`src/core/band_pkg.sv`:
```
package band_pkg;

    // widths
    localparam int VAL_W = 16;
    localparam int WORD_W = 32;
    localparam int ADR_W = 8;
    localparam int PEER_NUM = 8;
    localparam int PEER_SEL_W = 3;
    localparam int IRQ_W = 3;
    localparam int DEC_W = 2;

    // register offsets (byte addresses)
    localparam logic [7:0] CTRL_OFS = 8'h00;
    localparam logic [7:0] GAIN_OFS = 8'h04;
    localparam logic [7:0] OFFSET_OFS = 8'h08;
    localparam logic [7:0] UPPER_OFS = 8'h0c;
    localparam logic [7:0] LOWER_OFS = 8'h10;
    localparam logic [7:0] MSRC_OFS = 8'h14;
    localparam logic [7:0] STATE_OFS = 8'h18;
    localparam logic [7:0] REF_OFS = 8'h1c;
    localparam logic [7:0] LIVE_OFS = 8'h20;
    localparam logic [7:0] IRQ_STAT_OFS = 8'h24;
    localparam logic [7:0] IRQ_MASK_OFS = 8'h28;

    // field positions
    localparam int CTRL_PHYS_BIT = 0;
    localparam int CTRL_RETAIN_BIT = 1;
    localparam int CTRL_LEGACY_BIT = 2;
    localparam int CTRL_DEC_LSB = 4;
    localparam int MSRC_UP_SEL_LSB = 0;
    localparam int MSRC_UP_PEER_BIT = 3;
    localparam int MSRC_LO_SEL_LSB = 4;
    localparam int MSRC_LO_PEER_BIT = 7;
    localparam int STATE_OUT_BIT = 0;
    localparam int STATE_EN_BIT = 1;
    localparam int STATE_ARMED_BIT = 2;
    localparam int IRQ_EXIT_BIT = 0;
    localparam int IRQ_RETURN_BIT = 1;
    localparam int IRQ_CAPTURE_BIT = 2;

    // value limits; gain is in hundredths
    localparam logic signed [31:0] GAIN_MIN = -32'sd1000;
    localparam logic signed [31:0] GAIN_MAX = 32'sd1000;
    localparam logic signed [31:0] LEGACY_GAIN_MIN = 32'sd0;
    localparam logic signed [31:0] OFFSET_MIN = -32'sd10000;
    localparam logic signed [31:0] OFFSET_MAX = 32'sd10000;
    localparam logic signed [31:0] MARGIN_MIN = 32'sd0;
    localparam logic signed [31:0] MARGIN_MAX = 32'sd20000;
    localparam logic signed [31:0] PHYS_MIN = 32'sd0;
    localparam logic signed [31:0] PHYS_MAX = 32'sd1000;
    localparam logic signed [31:0] SCALE_HUNDRED = 32'sd100;

    // reset values
    localparam logic signed [15:0] GAIN_RST = 16'sh0064;
    localparam logic signed [15:0] OFFSET_RST = 16'sh0000;
    localparam logic [15:0] MARGIN_RST = 16'h0000;
    localparam logic [7:0] MSRC_RST = 8'h00;
    localparam logic [2:0] IRQ_MASK_RST = 3'h0;

endpackage

```
`src/core/band_if.sv`:
```
`timescale 1ns/10ps
interface band_if;
    logic signed [15:0] raw;
    logic signed [15:0] gain;
    logic signed [15:0] offset;
    logic signed [31:0] scaled;
    logic signed [31:0] ref_val;
    logic [15:0] upper;
    logic [15:0] lower;
    logic above;
    logic below;

    modport ctl (output raw, gain, offset, ref_val, upper, lower, input scaled, above, below);
    modport scale (input raw, gain, offset, output scaled);
    modport window (input scaled, ref_val, upper, lower, output above, below);
endinterface

```
`src/core/band_scaler.sv`:
```
`timescale 1ns/10ps
module band_scaler (
    // clock and reset
    input wire logic ref_clk,
    input wire logic resetn,
    // scaling path
    band_if.scale bus
);
    // everything kept in hundredths so the fractional gain needs no divider
    typedef struct packed {
        logic signed [31:0] scaled;
    } scaler_state_type;

    scaler_state_type st_ff;
    scaler_state_type nxt_st;
    logic signed [31:0] raw_w;
    logic signed [31:0] gain_w;
    logic signed [31:0] ofs_w;

    assign raw_w = 32'(bus.raw);
    assign gain_w = 32'(bus.gain);
    assign ofs_w = 32'(bus.offset);

    always_comb
    begin
        nxt_st = st_ff;
        nxt_st.scaled = 32'(raw_w * gain_w) + 32'(ofs_w * band_pkg::SCALE_HUNDRED);
    end

    always_ff @(posedge ref_clk or negedge resetn)
    begin
        if (!resetn)
            st_ff <= '0;
        else
            st_ff <= nxt_st;
    end

    assign bus.scaled = st_ff.scaled;
endmodule

```
`src/core/band_window.sv`:
```
`timescale 1ns/10ps
module band_window (
    // band compare
    band_if.window bus
);
    logic signed [31:0] hi_lim;
    logic signed [31:0] lo_lim;

    // margins held in whole units, reference in hundredths
    always_comb
    begin
        hi_lim = bus.ref_val + 32'(32'(bus.upper) * band_pkg::SCALE_HUNDRED);
        lo_lim = bus.ref_val - 32'(32'(bus.lower) * band_pkg::SCALE_HUNDRED);
        bus.above = bus.scaled > hi_lim;
        bus.below = bus.scaled < lo_lim;
    end
endmodule

```
`src/core/analog_band_monitor.sv`:
```
// Decided for this implementation: the register addresses and the Wishbone register port.
`timescale 1ns/10ps
// Function
// - a rising edge of enable latches the scaled input as reference and starts band monitoring.
// - reference and live input are both scaled as raw times gain plus offset.
// - gain spans -10.00 to 10.00 in hundredths and offset spans -10000 to 10000.
// - the upper margin, 0 to 20000, sets how far above the reference the input may go.
// - the lower margin, 0 to 20000, sets how far below the reference the input may go.
// - the output is high while the monitor is armed, enable is high and the scaled input lies outside the band.
// - the output is low when the input is inside the band or enable is low.
// - each margin is a constant or the live value of another block chosen by number.
// - the decimal-places setting only affects display and never the comparison.
// - with retention on, status and reference survive a power loss.
// - a physical channel presents its input as 0 to 1000 before scaling.
// - on the legacy variant the gain is limited to 0.00 to 10.00.
module analog_band_monitor (
    // clock and reset
    input wire logic ref_clk,
    input wire logic resetn,
    // wishbone slave
    input wire logic wb_cyc,
    input wire logic wb_stb,
    input wire logic wb_we,
    input wire logic [7:0] wb_adr,
    input wire logic [3:0] wb_sel,
    input wire logic [31:0] wb_dat_wr,
    output logic [31:0] wb_dat_rd,
    output logic wb_ack,
    // monitored signals
    input wire logic enable,
    input wire logic signed [15:0] analog_in,
    input wire logic [127:0] peer_values,
    input wire logic power_restore,
    // results
    output logic band_out,
    output logic irq
);
    typedef struct packed {
        logic ack;
        logic [31:0] dat;
        logic phys;
        logic retain;
        logic legacy;
        logic [1:0] dec;
        logic signed [15:0] gain;
        logic signed [15:0] offset;
        logic [15:0] up;
        logic [15:0] lo;
        logic [7:0] msrc;
        logic en_q;
        logic en_prev;
        logic armed;
        logic signed [31:0] ref_val;
        logic q;
        logic [2:0] istat;
        logic [2:0] imask;
        logic irq;
    } monitor_state_type;

    monitor_state_type st_ff;
    monitor_state_type nxt_st;
    band_if bif ();
    logic signed [15:0] peer_arr [band_pkg::PEER_NUM];
    logic req_w;
    logic edge_w;
    logic clear_w;
    logic [31:0] rd_w;
    logic [31:0] wm_w;
    logic [31:0] lane_w;
    logic wr_w;
    logic [2:0] set_w;
    logic [2:0] clr_w;

    for (genvar i = 0; i < band_pkg::PEER_NUM; i++)
    begin : g_peer
        assign peer_arr[i] = peer_values[i * band_pkg::VAL_W +: band_pkg::VAL_W];
    end

    function automatic logic signed [31:0] clamp(input logic signed [31:0] v, input logic signed [31:0] lo,
                                                 input logic signed [31:0] hi);
        clamp = (v < lo) ? lo : ((v > hi) ? hi : v);
    endfunction

    // peer values are clamped too, a negative peer would otherwise read as a huge unsigned margin
    function automatic logic [15:0] margin_pick(input logic use_peer, input logic [2:0] sel, input logic [15:0] k);
        logic signed [31:0] pv;
        pv = 32'(peer_arr[sel]);
        margin_pick = use_peer ? 16'(clamp(pv, band_pkg::MARGIN_MIN, band_pkg::MARGIN_MAX)) : k;
    endfunction

    // datapath hookup
    assign bif.raw = st_ff.phys ? 16'(clamp(32'(analog_in), band_pkg::PHYS_MIN, band_pkg::PHYS_MAX))
                                : analog_in;
    assign bif.gain = 16'(clamp(32'(st_ff.gain), st_ff.legacy ? band_pkg::LEGACY_GAIN_MIN : band_pkg::GAIN_MIN,
                                band_pkg::GAIN_MAX));
    assign bif.offset = st_ff.offset;
    assign bif.ref_val = st_ff.ref_val;
    assign bif.upper = margin_pick(st_ff.msrc[band_pkg::MSRC_UP_PEER_BIT],
                                   st_ff.msrc[band_pkg::MSRC_UP_SEL_LSB +: band_pkg::PEER_SEL_W], st_ff.up);
    assign bif.lower = margin_pick(st_ff.msrc[band_pkg::MSRC_LO_PEER_BIT],
                                   st_ff.msrc[band_pkg::MSRC_LO_SEL_LSB +: band_pkg::PEER_SEL_W], st_ff.lo);

    band_scaler u_scaler (
        .ref_clk(ref_clk),
        .resetn(resetn),
        .bus(bif.scale)
    );

    band_window u_window (
        .bus(bif.window)
    );

    // en_q lines up with the one-cycle scaler latency
    assign edge_w = st_ff.en_q & ~st_ff.en_prev;
    assign clear_w = power_restore & ~st_ff.retain;
    assign req_w = wb_cyc & wb_stb;
    assign wr_w = req_w & st_ff.ack & wb_we;
    assign lane_w = {{8{wb_sel[3]}}, {8{wb_sel[2]}}, {8{wb_sel[1]}}, {8{wb_sel[0]}}};
    assign wm_w = (rd_w & ~lane_w) | (wb_dat_wr & lane_w);

    // register read view
    always_comb
    begin
        rd_w = '0;
        unique case (wb_adr)
            band_pkg::CTRL_OFS:
            begin
                rd_w[band_pkg::CTRL_PHYS_BIT] = st_ff.phys;
                rd_w[band_pkg::CTRL_RETAIN_BIT] = st_ff.retain;
                rd_w[band_pkg::CTRL_LEGACY_BIT] = st_ff.legacy;
                rd_w[band_pkg::CTRL_DEC_LSB +: band_pkg::DEC_W] = st_ff.dec;
            end
            band_pkg::GAIN_OFS: rd_w = 32'(st_ff.gain);
            band_pkg::OFFSET_OFS: rd_w = 32'(st_ff.offset);
            band_pkg::UPPER_OFS: rd_w = 32'(st_ff.up);
            band_pkg::LOWER_OFS: rd_w = 32'(st_ff.lo);
            band_pkg::MSRC_OFS: rd_w = 32'(st_ff.msrc);
            band_pkg::STATE_OFS:
            begin
                rd_w[band_pkg::STATE_OUT_BIT] = st_ff.q;
                rd_w[band_pkg::STATE_EN_BIT] = st_ff.en_q;
                rd_w[band_pkg::STATE_ARMED_BIT] = st_ff.armed;
            end
            band_pkg::REF_OFS: rd_w = st_ff.ref_val;
            band_pkg::LIVE_OFS: rd_w = bif.scaled;
            band_pkg::IRQ_STAT_OFS: rd_w = 32'(st_ff.istat);
            band_pkg::IRQ_MASK_OFS: rd_w = 32'(st_ff.imask);
            default: rd_w = '0;
        endcase
    end

    always_comb
    begin
        nxt_st = st_ff;
        clr_w = '0;
        set_w = '0;
        // ack one cycle after the request, dropped the cycle after
        nxt_st.ack = req_w & ~st_ff.ack;
        if (req_w & ~st_ff.ack)
            nxt_st.dat = rd_w;
        if (wr_w)
        begin
            unique case (wb_adr)
                band_pkg::CTRL_OFS:
                begin
                    nxt_st.phys = wm_w[band_pkg::CTRL_PHYS_BIT];
                    nxt_st.retain = wm_w[band_pkg::CTRL_RETAIN_BIT];
                    nxt_st.legacy = wm_w[band_pkg::CTRL_LEGACY_BIT];
                    nxt_st.dec = wm_w[band_pkg::CTRL_DEC_LSB +: band_pkg::DEC_W];
                end
                band_pkg::GAIN_OFS: nxt_st.gain = 16'(clamp(wm_w, band_pkg::GAIN_MIN, band_pkg::GAIN_MAX));
                band_pkg::OFFSET_OFS:
                    nxt_st.offset = 16'(clamp(wm_w, band_pkg::OFFSET_MIN, band_pkg::OFFSET_MAX));
                band_pkg::UPPER_OFS: nxt_st.up = 16'(clamp(wm_w, band_pkg::MARGIN_MIN, band_pkg::MARGIN_MAX));
                band_pkg::LOWER_OFS: nxt_st.lo = 16'(clamp(wm_w, band_pkg::MARGIN_MIN, band_pkg::MARGIN_MAX));
                band_pkg::MSRC_OFS: nxt_st.msrc = wm_w[7:0];
                band_pkg::IRQ_STAT_OFS: clr_w = wm_w[2:0];
                band_pkg::IRQ_MASK_OFS: nxt_st.imask = wm_w[2:0];
                default: nxt_st.imask = st_ff.imask;
            endcase
        end

        // monitoring core
        nxt_st.en_q = enable;
        nxt_st.en_prev = st_ff.en_q;
        if (clear_w)
        begin
            nxt_st.armed = 1'b0;
            nxt_st.ref_val = '0;
            nxt_st.q = 1'b0;
        end
        else if (edge_w)
        begin
            nxt_st.ref_val = bif.scaled;
            nxt_st.armed = 1'b1;
            nxt_st.q = 1'b0;
        end
        else if (!st_ff.en_q)
        begin
            nxt_st.armed = 1'b0;
            nxt_st.q = 1'b0;
        end
        else
            nxt_st.q = st_ff.armed & (bif.above | bif.below);

        // events; a set in the clearing cycle wins
        set_w[band_pkg::IRQ_EXIT_BIT] = nxt_st.q & ~st_ff.q;
        set_w[band_pkg::IRQ_RETURN_BIT] = ~nxt_st.q & st_ff.q;
        set_w[band_pkg::IRQ_CAPTURE_BIT] = edge_w & ~clear_w;
        nxt_st.istat = (st_ff.istat & ~clr_w) | set_w;
        nxt_st.irq = |(st_ff.istat & st_ff.imask);
    end

    always_ff @(posedge ref_clk or negedge resetn)
    begin
        if (!resetn)
        begin
            st_ff <= '0;
            st_ff.gain <= band_pkg::GAIN_RST;
            st_ff.offset <= band_pkg::OFFSET_RST;
            st_ff.up <= band_pkg::MARGIN_RST;
            st_ff.lo <= band_pkg::MARGIN_RST;
            st_ff.msrc <= band_pkg::MSRC_RST;
            st_ff.imask <= band_pkg::IRQ_MASK_RST;
        end
        else
            st_ff <= nxt_st;
    end

    assign wb_ack = st_ff.ack;
    assign wb_dat_rd = st_ff.dat;
    assign band_out = st_ff.q;
    assign irq = st_ff.irq;
endmodule

```
`config.mk`:
```
export PLATFORM = sky130hd
export DESIGN_NAME = analog_band_monitor
export DESIGN_NICKNAME = d
export VERILOG_FILES = /design/src/core/band_pkg.sv /design/src/core/band_if.sv /design/src/core/band_scaler.sv /design/src/core/band_window.sv /design/src/core/analog_band_monitor.sv
export SDC_FILE = /design/constraint.sdc
export NUM_CORES = 2
export LEC_CHECK = 0
export BUFFER_PORTS_ARGS = -buffer_cell sky130_fd_sc_hd__buf_2
export CAP_MARGIN = 5
export CORE_UTILIZATION = 40
export DETAILED_ROUTE_END_ITERATION = 6
export SLEW_MARGIN = 25
export SYNTH_ARGS = -nofsm -noshare
export SYNTH_HDL_FRONTEND = slang
export SYNTH_SLANG_ARGS = --single-unit
```
`constraint.sdc`:
```
create_clock -name ref_clk -period 8.43 [get_ports ref_clk]
set_input_delay 0 -clock ref_clk [delete_from_list [all_inputs] [get_ports ref_clk]]
set_output_delay 0 -clock ref_clk [all_outputs]
set_load 0.005 [all_outputs]
```
After elaboration in Yosys (flattened, before gate mapping) --
Index checks and enable logic that the tools add are counted.
Cells by class: add/sub/neg operators 3, $mul 4, magnitude comparators 18, equal/unequal tests 11, muxes and demuxes 36, bitwise operators 27, reductions and logical operators 10
Operators by type and width (count):
- 16-bit two-way mux | 21
- 26-bit case mux with 7 select lines | 1
- 16-bit binary-select mux with 3-bit select | 2
- 32-bit bitwise AND | 2
- 32-bit two-way mux | 2
- 16-bit by 1-bit < comparator with 1-bit output (second input constant) | 3
- 16-bit by 5-bit multiplier with 21-bit output (second input constant) | 2
- 34-bit two-way mux | 1
- 3-bit case mux with 11 select lines | 1
- 32-bit by 23-bit adder with 32-bit output | 1
- 32-bit adder | 1
- 8-bit by 5-bit equality test with 1-bit output (second input constant) | 4
- 16-bit by 11-bit > comparator with 1-bit output (second input constant) | 2
- 16-bit > comparator (second input constant) | 2
- 32-bit by 11-bit > comparator with 1-bit output (second input constant) | 1
- 32-bit by 15-bit > comparator with 1-bit output (second input constant) | 1
- 32-bit by 16-bit > comparator with 1-bit output (second input constant) | 1
- 32-bit > comparator | 1
- 16-bit by 32-bit < comparator with 1-bit output | 1
- 32-bit by 1-bit < comparator with 1-bit output (second input constant) | 1
- 32-bit by 11-bit < comparator with 1-bit output (second input constant) | 1
- 32-bit by 15-bit < comparator with 1-bit output (second input constant) | 1
- 32-bit < comparator | 1
- 16-bit by 16-bit multiplier with 32-bit output | 1
- 24 further kinds | 54
Storage, ports and cells: flip-flop bits (word level) 185, input port bits 195, output and inout bits 35, logic and storage cells 129

Depth between registers and ports, before layout --
depth in word-level cells 19, depth in mapped cells 44

By module --
A second synthesis with hierarchy kept.
Unflattened totals: cell total of the unflattened synthesis 3484, area total of the unflattened synthesis 31599.1 um^2
Modules (own cells, without submodules):
- band_scaler | instances 1, cells each 1352, area each 12824.8 um^2
- analog_band_monitor | instances 1, cells each 1203, area each 11539.8 um^2
- band_window | instances 1, cells each 929, area each 7234.4 um^2

Worst setup path before layout --
No wires, ideal clock.
path kind register -> register, start point register st_ff[47] in the netlist's numbering, end point register st_ff[4] in the netlist's numbering, library setup time 95 ps, data arrival time 8883 ps, required time 8335 ps, setup slack -549 ps, cell stages (with the launch flop) 43, buffers on the path 3, cells stage by stage dfrtp_1 buf_2 buf_6 mux4_2 mux2i_2 nand2_1 nor4_2 a22oi_1 a311oi_2 or3_1 buf_2 nor2_1 a21o_1 ha_1 ha_1 inv_1 fa_1 inv_1 [7 not listed] a21o_1 a21oi_1 xor2_1 ha_1 a21o_1 a21o_1 a2111oi_0 o21ai_0 xor2_1 ha_1 a21o_1 a21o_1 a21oi_1 o21ai_0 a21oi_1 and4b_1 a211oi_1 o31ai_1
RTL lines:
- start: declaration | RTL line analog_band_monitor.sv:60 | monitor_state_type st_ff;
- start signal: assignment | RTL line analog_band_monitor.sv:227 | st_ff <= nxt_st;

==> flow_summary_export.csv <==
group,metric,value,unit
sta,fin_ws,-0.0660,ns
yosys,synth_most_common_cell,"inv_1",
yosys,ys_warn_count,0,
place,place_area,34900,µm²
cts,clk_latency,0.49,ns
route,avgViaCountPerCell,5.63,
yosys,ys_types,102,
yosys,syn_avg_cell_area,9.26,µm²
floorplanning,die-height,278,µm
power_and_ir_drop,pwr-share-seq,0.332,
power_and_ir_drop,sw_frac_of_total,0.388,
status,violations,"setup timing",
sta,whs,0.0199,ns
worst_hold_path,min_path_type,"input pin to asynchronous set/reset pin",
power_and_ir_drop,internal-power,1980,µW
yosys,synth_area_leaders,"fa_1 (21%), dfrtp_1 (15%), ha_1 (14%)",
place,io_buffers,229,
critical_path,cp.required,8.85,ns
yosys,synthesis.nets,4160,
floorplanning,start_util,0.407,
route,drc,0,
power_and_ir_drop,peakVddDrop,0.159,mV
cts,cts_buffer_depth,2,
critical_path,worstSetupEndpointType,"flop",
sta,finalCritPeriodShare,1.01,
cts,numCtsBuffers,17,
power_and_ir_drop,p_per_area,87.2,nW/µm²
yosys,seq_area_frac_synth,0.152,
floorplanning,io_pins,230,
power_and_ir_drop,p_switching,1250,µW
yosys,synthTopCellsByCount,"inv_1 (434), ha_1 (352), fa_1 (323), nand2_1 (294), nor2_1 (227)",
yosys,synth.top_cell.area_share,0.212,
critical_path,path_max_fanout,8,
critical_path,path_class,"flop to flop",
place,placedCellCount,4683,
yosys,synth-async-reset-ratio,1.00,
route,ant_nets,0,
status,status,"complete, but fails checks",
power_and_ir_drop,p_clk_frac,0.285,
power_and_ir_drop,p_comb_frac,0.382,
cts,cts_root_buf,"clkbuf_16",
place,globalplace.congestion,0.958,
sta,fin_skew,0.0165,ns
layout,nets,4661,
critical_path,crit_path_start_kind,"flop",
layout,fillCellCount,7018,
sta,rsz0062_at_grt,"true",
power_and_ir_drop,power.total,3230,µW
cts,clk_pin_slew_worst_paths,0.09,ns
sta,slew_viol_final,0,
layout,drive_gt1_frac,0.260,
critical_path,cpMaxStageDelayCell,"mux4_2",
layout,fin_area,37100,µm²
yosys,synth_seq_cells,185,
global_route,grt_start_max_net_pins,122,
sta,clock.fmax,118,MHz
layout,ff_latch_area,4640,µm²
route,wl_per_cell,21.5,µm
critical_path,crit_family,"compound AO/OA/AOI/OAI gates",
yosys,synth_area,30500,µm²
yosys,synth_flop_cell,"dfrtp_1",
sta,finalSetupViolCount,3,
run,cap_violations,0,
layout,areaGrowthSynthToFinish,21.7,%
global_route,grt_pass1_wl,158000,µm
floorplanning,fp.dieW,278,µm
critical_path,slowest_delay,0.50,ns
yosys,synth_edf_count,0,
floorplanning,rows,100,
critical_path,arrival,8.92,ns
power_and_ir_drop,leakage,0.0184,µW
sta,final_hold_viol_count,0,
route,routed_wl,103000,µm
global_route,grt_usage,0.265,
floorplanning,die-area,77300,µm²
cts,cts.sinks,185,
global_route,grt-ovfl-total,0,
route,drt_iter0_drc,2070,
route,vias,26900,
place,dp_hpwl,84700,µm
critical_path,crit_buf_inv,6,
cts,cts_tree,"yes",
cts,h-tree-depth,4,
global_route,grt_pass1_vias,26900,
layout,fin_cells,4775,
sta,period_minus_slack,8.50,ns
layout,multi_input_area,24400,µm²
sta,slew_headroom,0.261,
floorplanning,coreArea,74900,µm²
sta,tightestPinTransition,1.10,ns
global_route,antenna_found_initial,2,
yosys,syn_inst,3290,
route,first_pass_iters,5,
yosys,yosysTopAreaCell,"fa_1",
through the flow:
step	utilization	setup WS [ns]	setup TNS [ns]
2_1_floorplan	-	0.00101	0
3_3_place_gp	0.466	-0.327	-1.07
3_5_place_dp	0.466	-0.497	-1.59
4_1_cts	0.485	0.00163	0
5_1_grt	0.495	-0.407	-1.28
6_report	0.495	-0.0660	-0.113
power by group through the flow:
| stage | Sequential (µW) | Clock, µW | Combinational [µW] |
|---|---|---|---|
| 2_1_floorplan | 1010 | 0 | 703 |
| 3_3_place_gp | 1090 | 0 | 1110 |
| 3_5_place_dp | 1080 | 0 | 1120 |
| 4_1_cts | 1070 | 935 | 1180 |
| 5_1_grt | 1080 | 963 | 1370 |
| 6_report | 1070 | 923 | 1240 |
flip-flops by register name, summed over array words and instances (netlist names):
name                 count
nxt_st                   1
band_out                 1
bif.offset              16
st_ff                   69
irq                      1
bif.ref_val             32
u_scaler.bus.scaled     32
wb_ack                   1
wb_dat_rd               32
worst reg2reg max path: cells and delay by family, from the launching register on:
kind | cells | cell delay [ns]
AO/OA/AOI/OAI | 18 | 3.29
XOR/XNOR | 2 | 0.31
adder cells (fa/ha/maj) | 6 | 1.82
buffers and inverters | 6 | 0.94
flip-flops | 1 | 0.42
multiplexers | 2 | 0.81
AND/OR/NAND/NOR | 6 | 0.84
cells by family (layout without fill, tap and decap cells):
logic type / count (synthesis) / count (layout) / synth area share
xor+xnor: 135 / 135 / 0.0388
other cells: 0 / 2 / 0
flops: 185 / 185 / 0.152
simple gates: 882 / 882 / 0.139
fa+ha+maj: 675 / 675 / 0.357
buf+inv: 609 / 1123 / 0.0817
mux: 142 / 142 / 0.0748
compound gates: 662 / 662 / 0.157
path summary, 6_finish.rpt:
kind / from / slack [ns] / to / depth (start not counted)
max: st_ff[43] / -0.07 / st_ff[5] / 40
min: resetn / 0.02 / st_ff[44] / 2
min reg2reg: st_ff[52] / 0.50 / st_ff[52] / 2
max reg2reg: st_ff[43] / -0.07 / st_ff[5] / 40
min in group ref_clk: wb_dat_wr[6] / 0.04 / st_ff[49] / 4
max in group asynchronous: resetn / 6.74 / bif.ref_val[26] / 4
per-layer routing:
| metal | up-vias | part of all wire | global-route usage |
|---|---|---|---|
| met3 | 153 | 0.058 | 0.0287 |
| met4 | 2 | 0.036 | 0.0945 |
| met2 | 982 | 0.47 | 0.435 |
| met5 | - | 0.00013 | 0 |
| met1 | 13400 | 0.44 | 0.362 |
| li1 | 12400 | - | - |
repair_timing:
action / 4_1_cts / 5_1_grt
pin swaps: 70 / 101
hold buffers: 7 / 0
endpoints found under the setup margin: 5 / 8
buffers inserted: 27 / 23
gates cloned: 2 / 0
endpoints found under the hold margin: 123 / 0
gates resized for setup: 103 / 102
final cells by class:
type,instances,share of cell area
well taps,969,0.0327
diodes,2,0.000135
repair buffers,654,0.123
flip-flops and latches,185,0.125
inverters,437,0.0442
clock inverters,15,0.00624
clock buffers,17,0.0115
multi-input cells,2496,0.657
cell usage in the layout, fill, tap and decap left out, types with 35 or more instances in the layout:
master / count
inv_1: 432
buf_4: 399
ha_1: 332
fa_1: 317
nand2_1: 289
buf_2: 228
nor2_1: 219
dfrtp_1: 179
a21oi_1: 118
xnor2_1: 89
nand3_1: 82
o21ai_0: 77
mux4_2: 65
a21o_1: 54
a22o_1: 50
xor2_1: 43
and3_1: 36
nor3_1: 35
No activity file was read; power rests on OpenSTA's default activity.
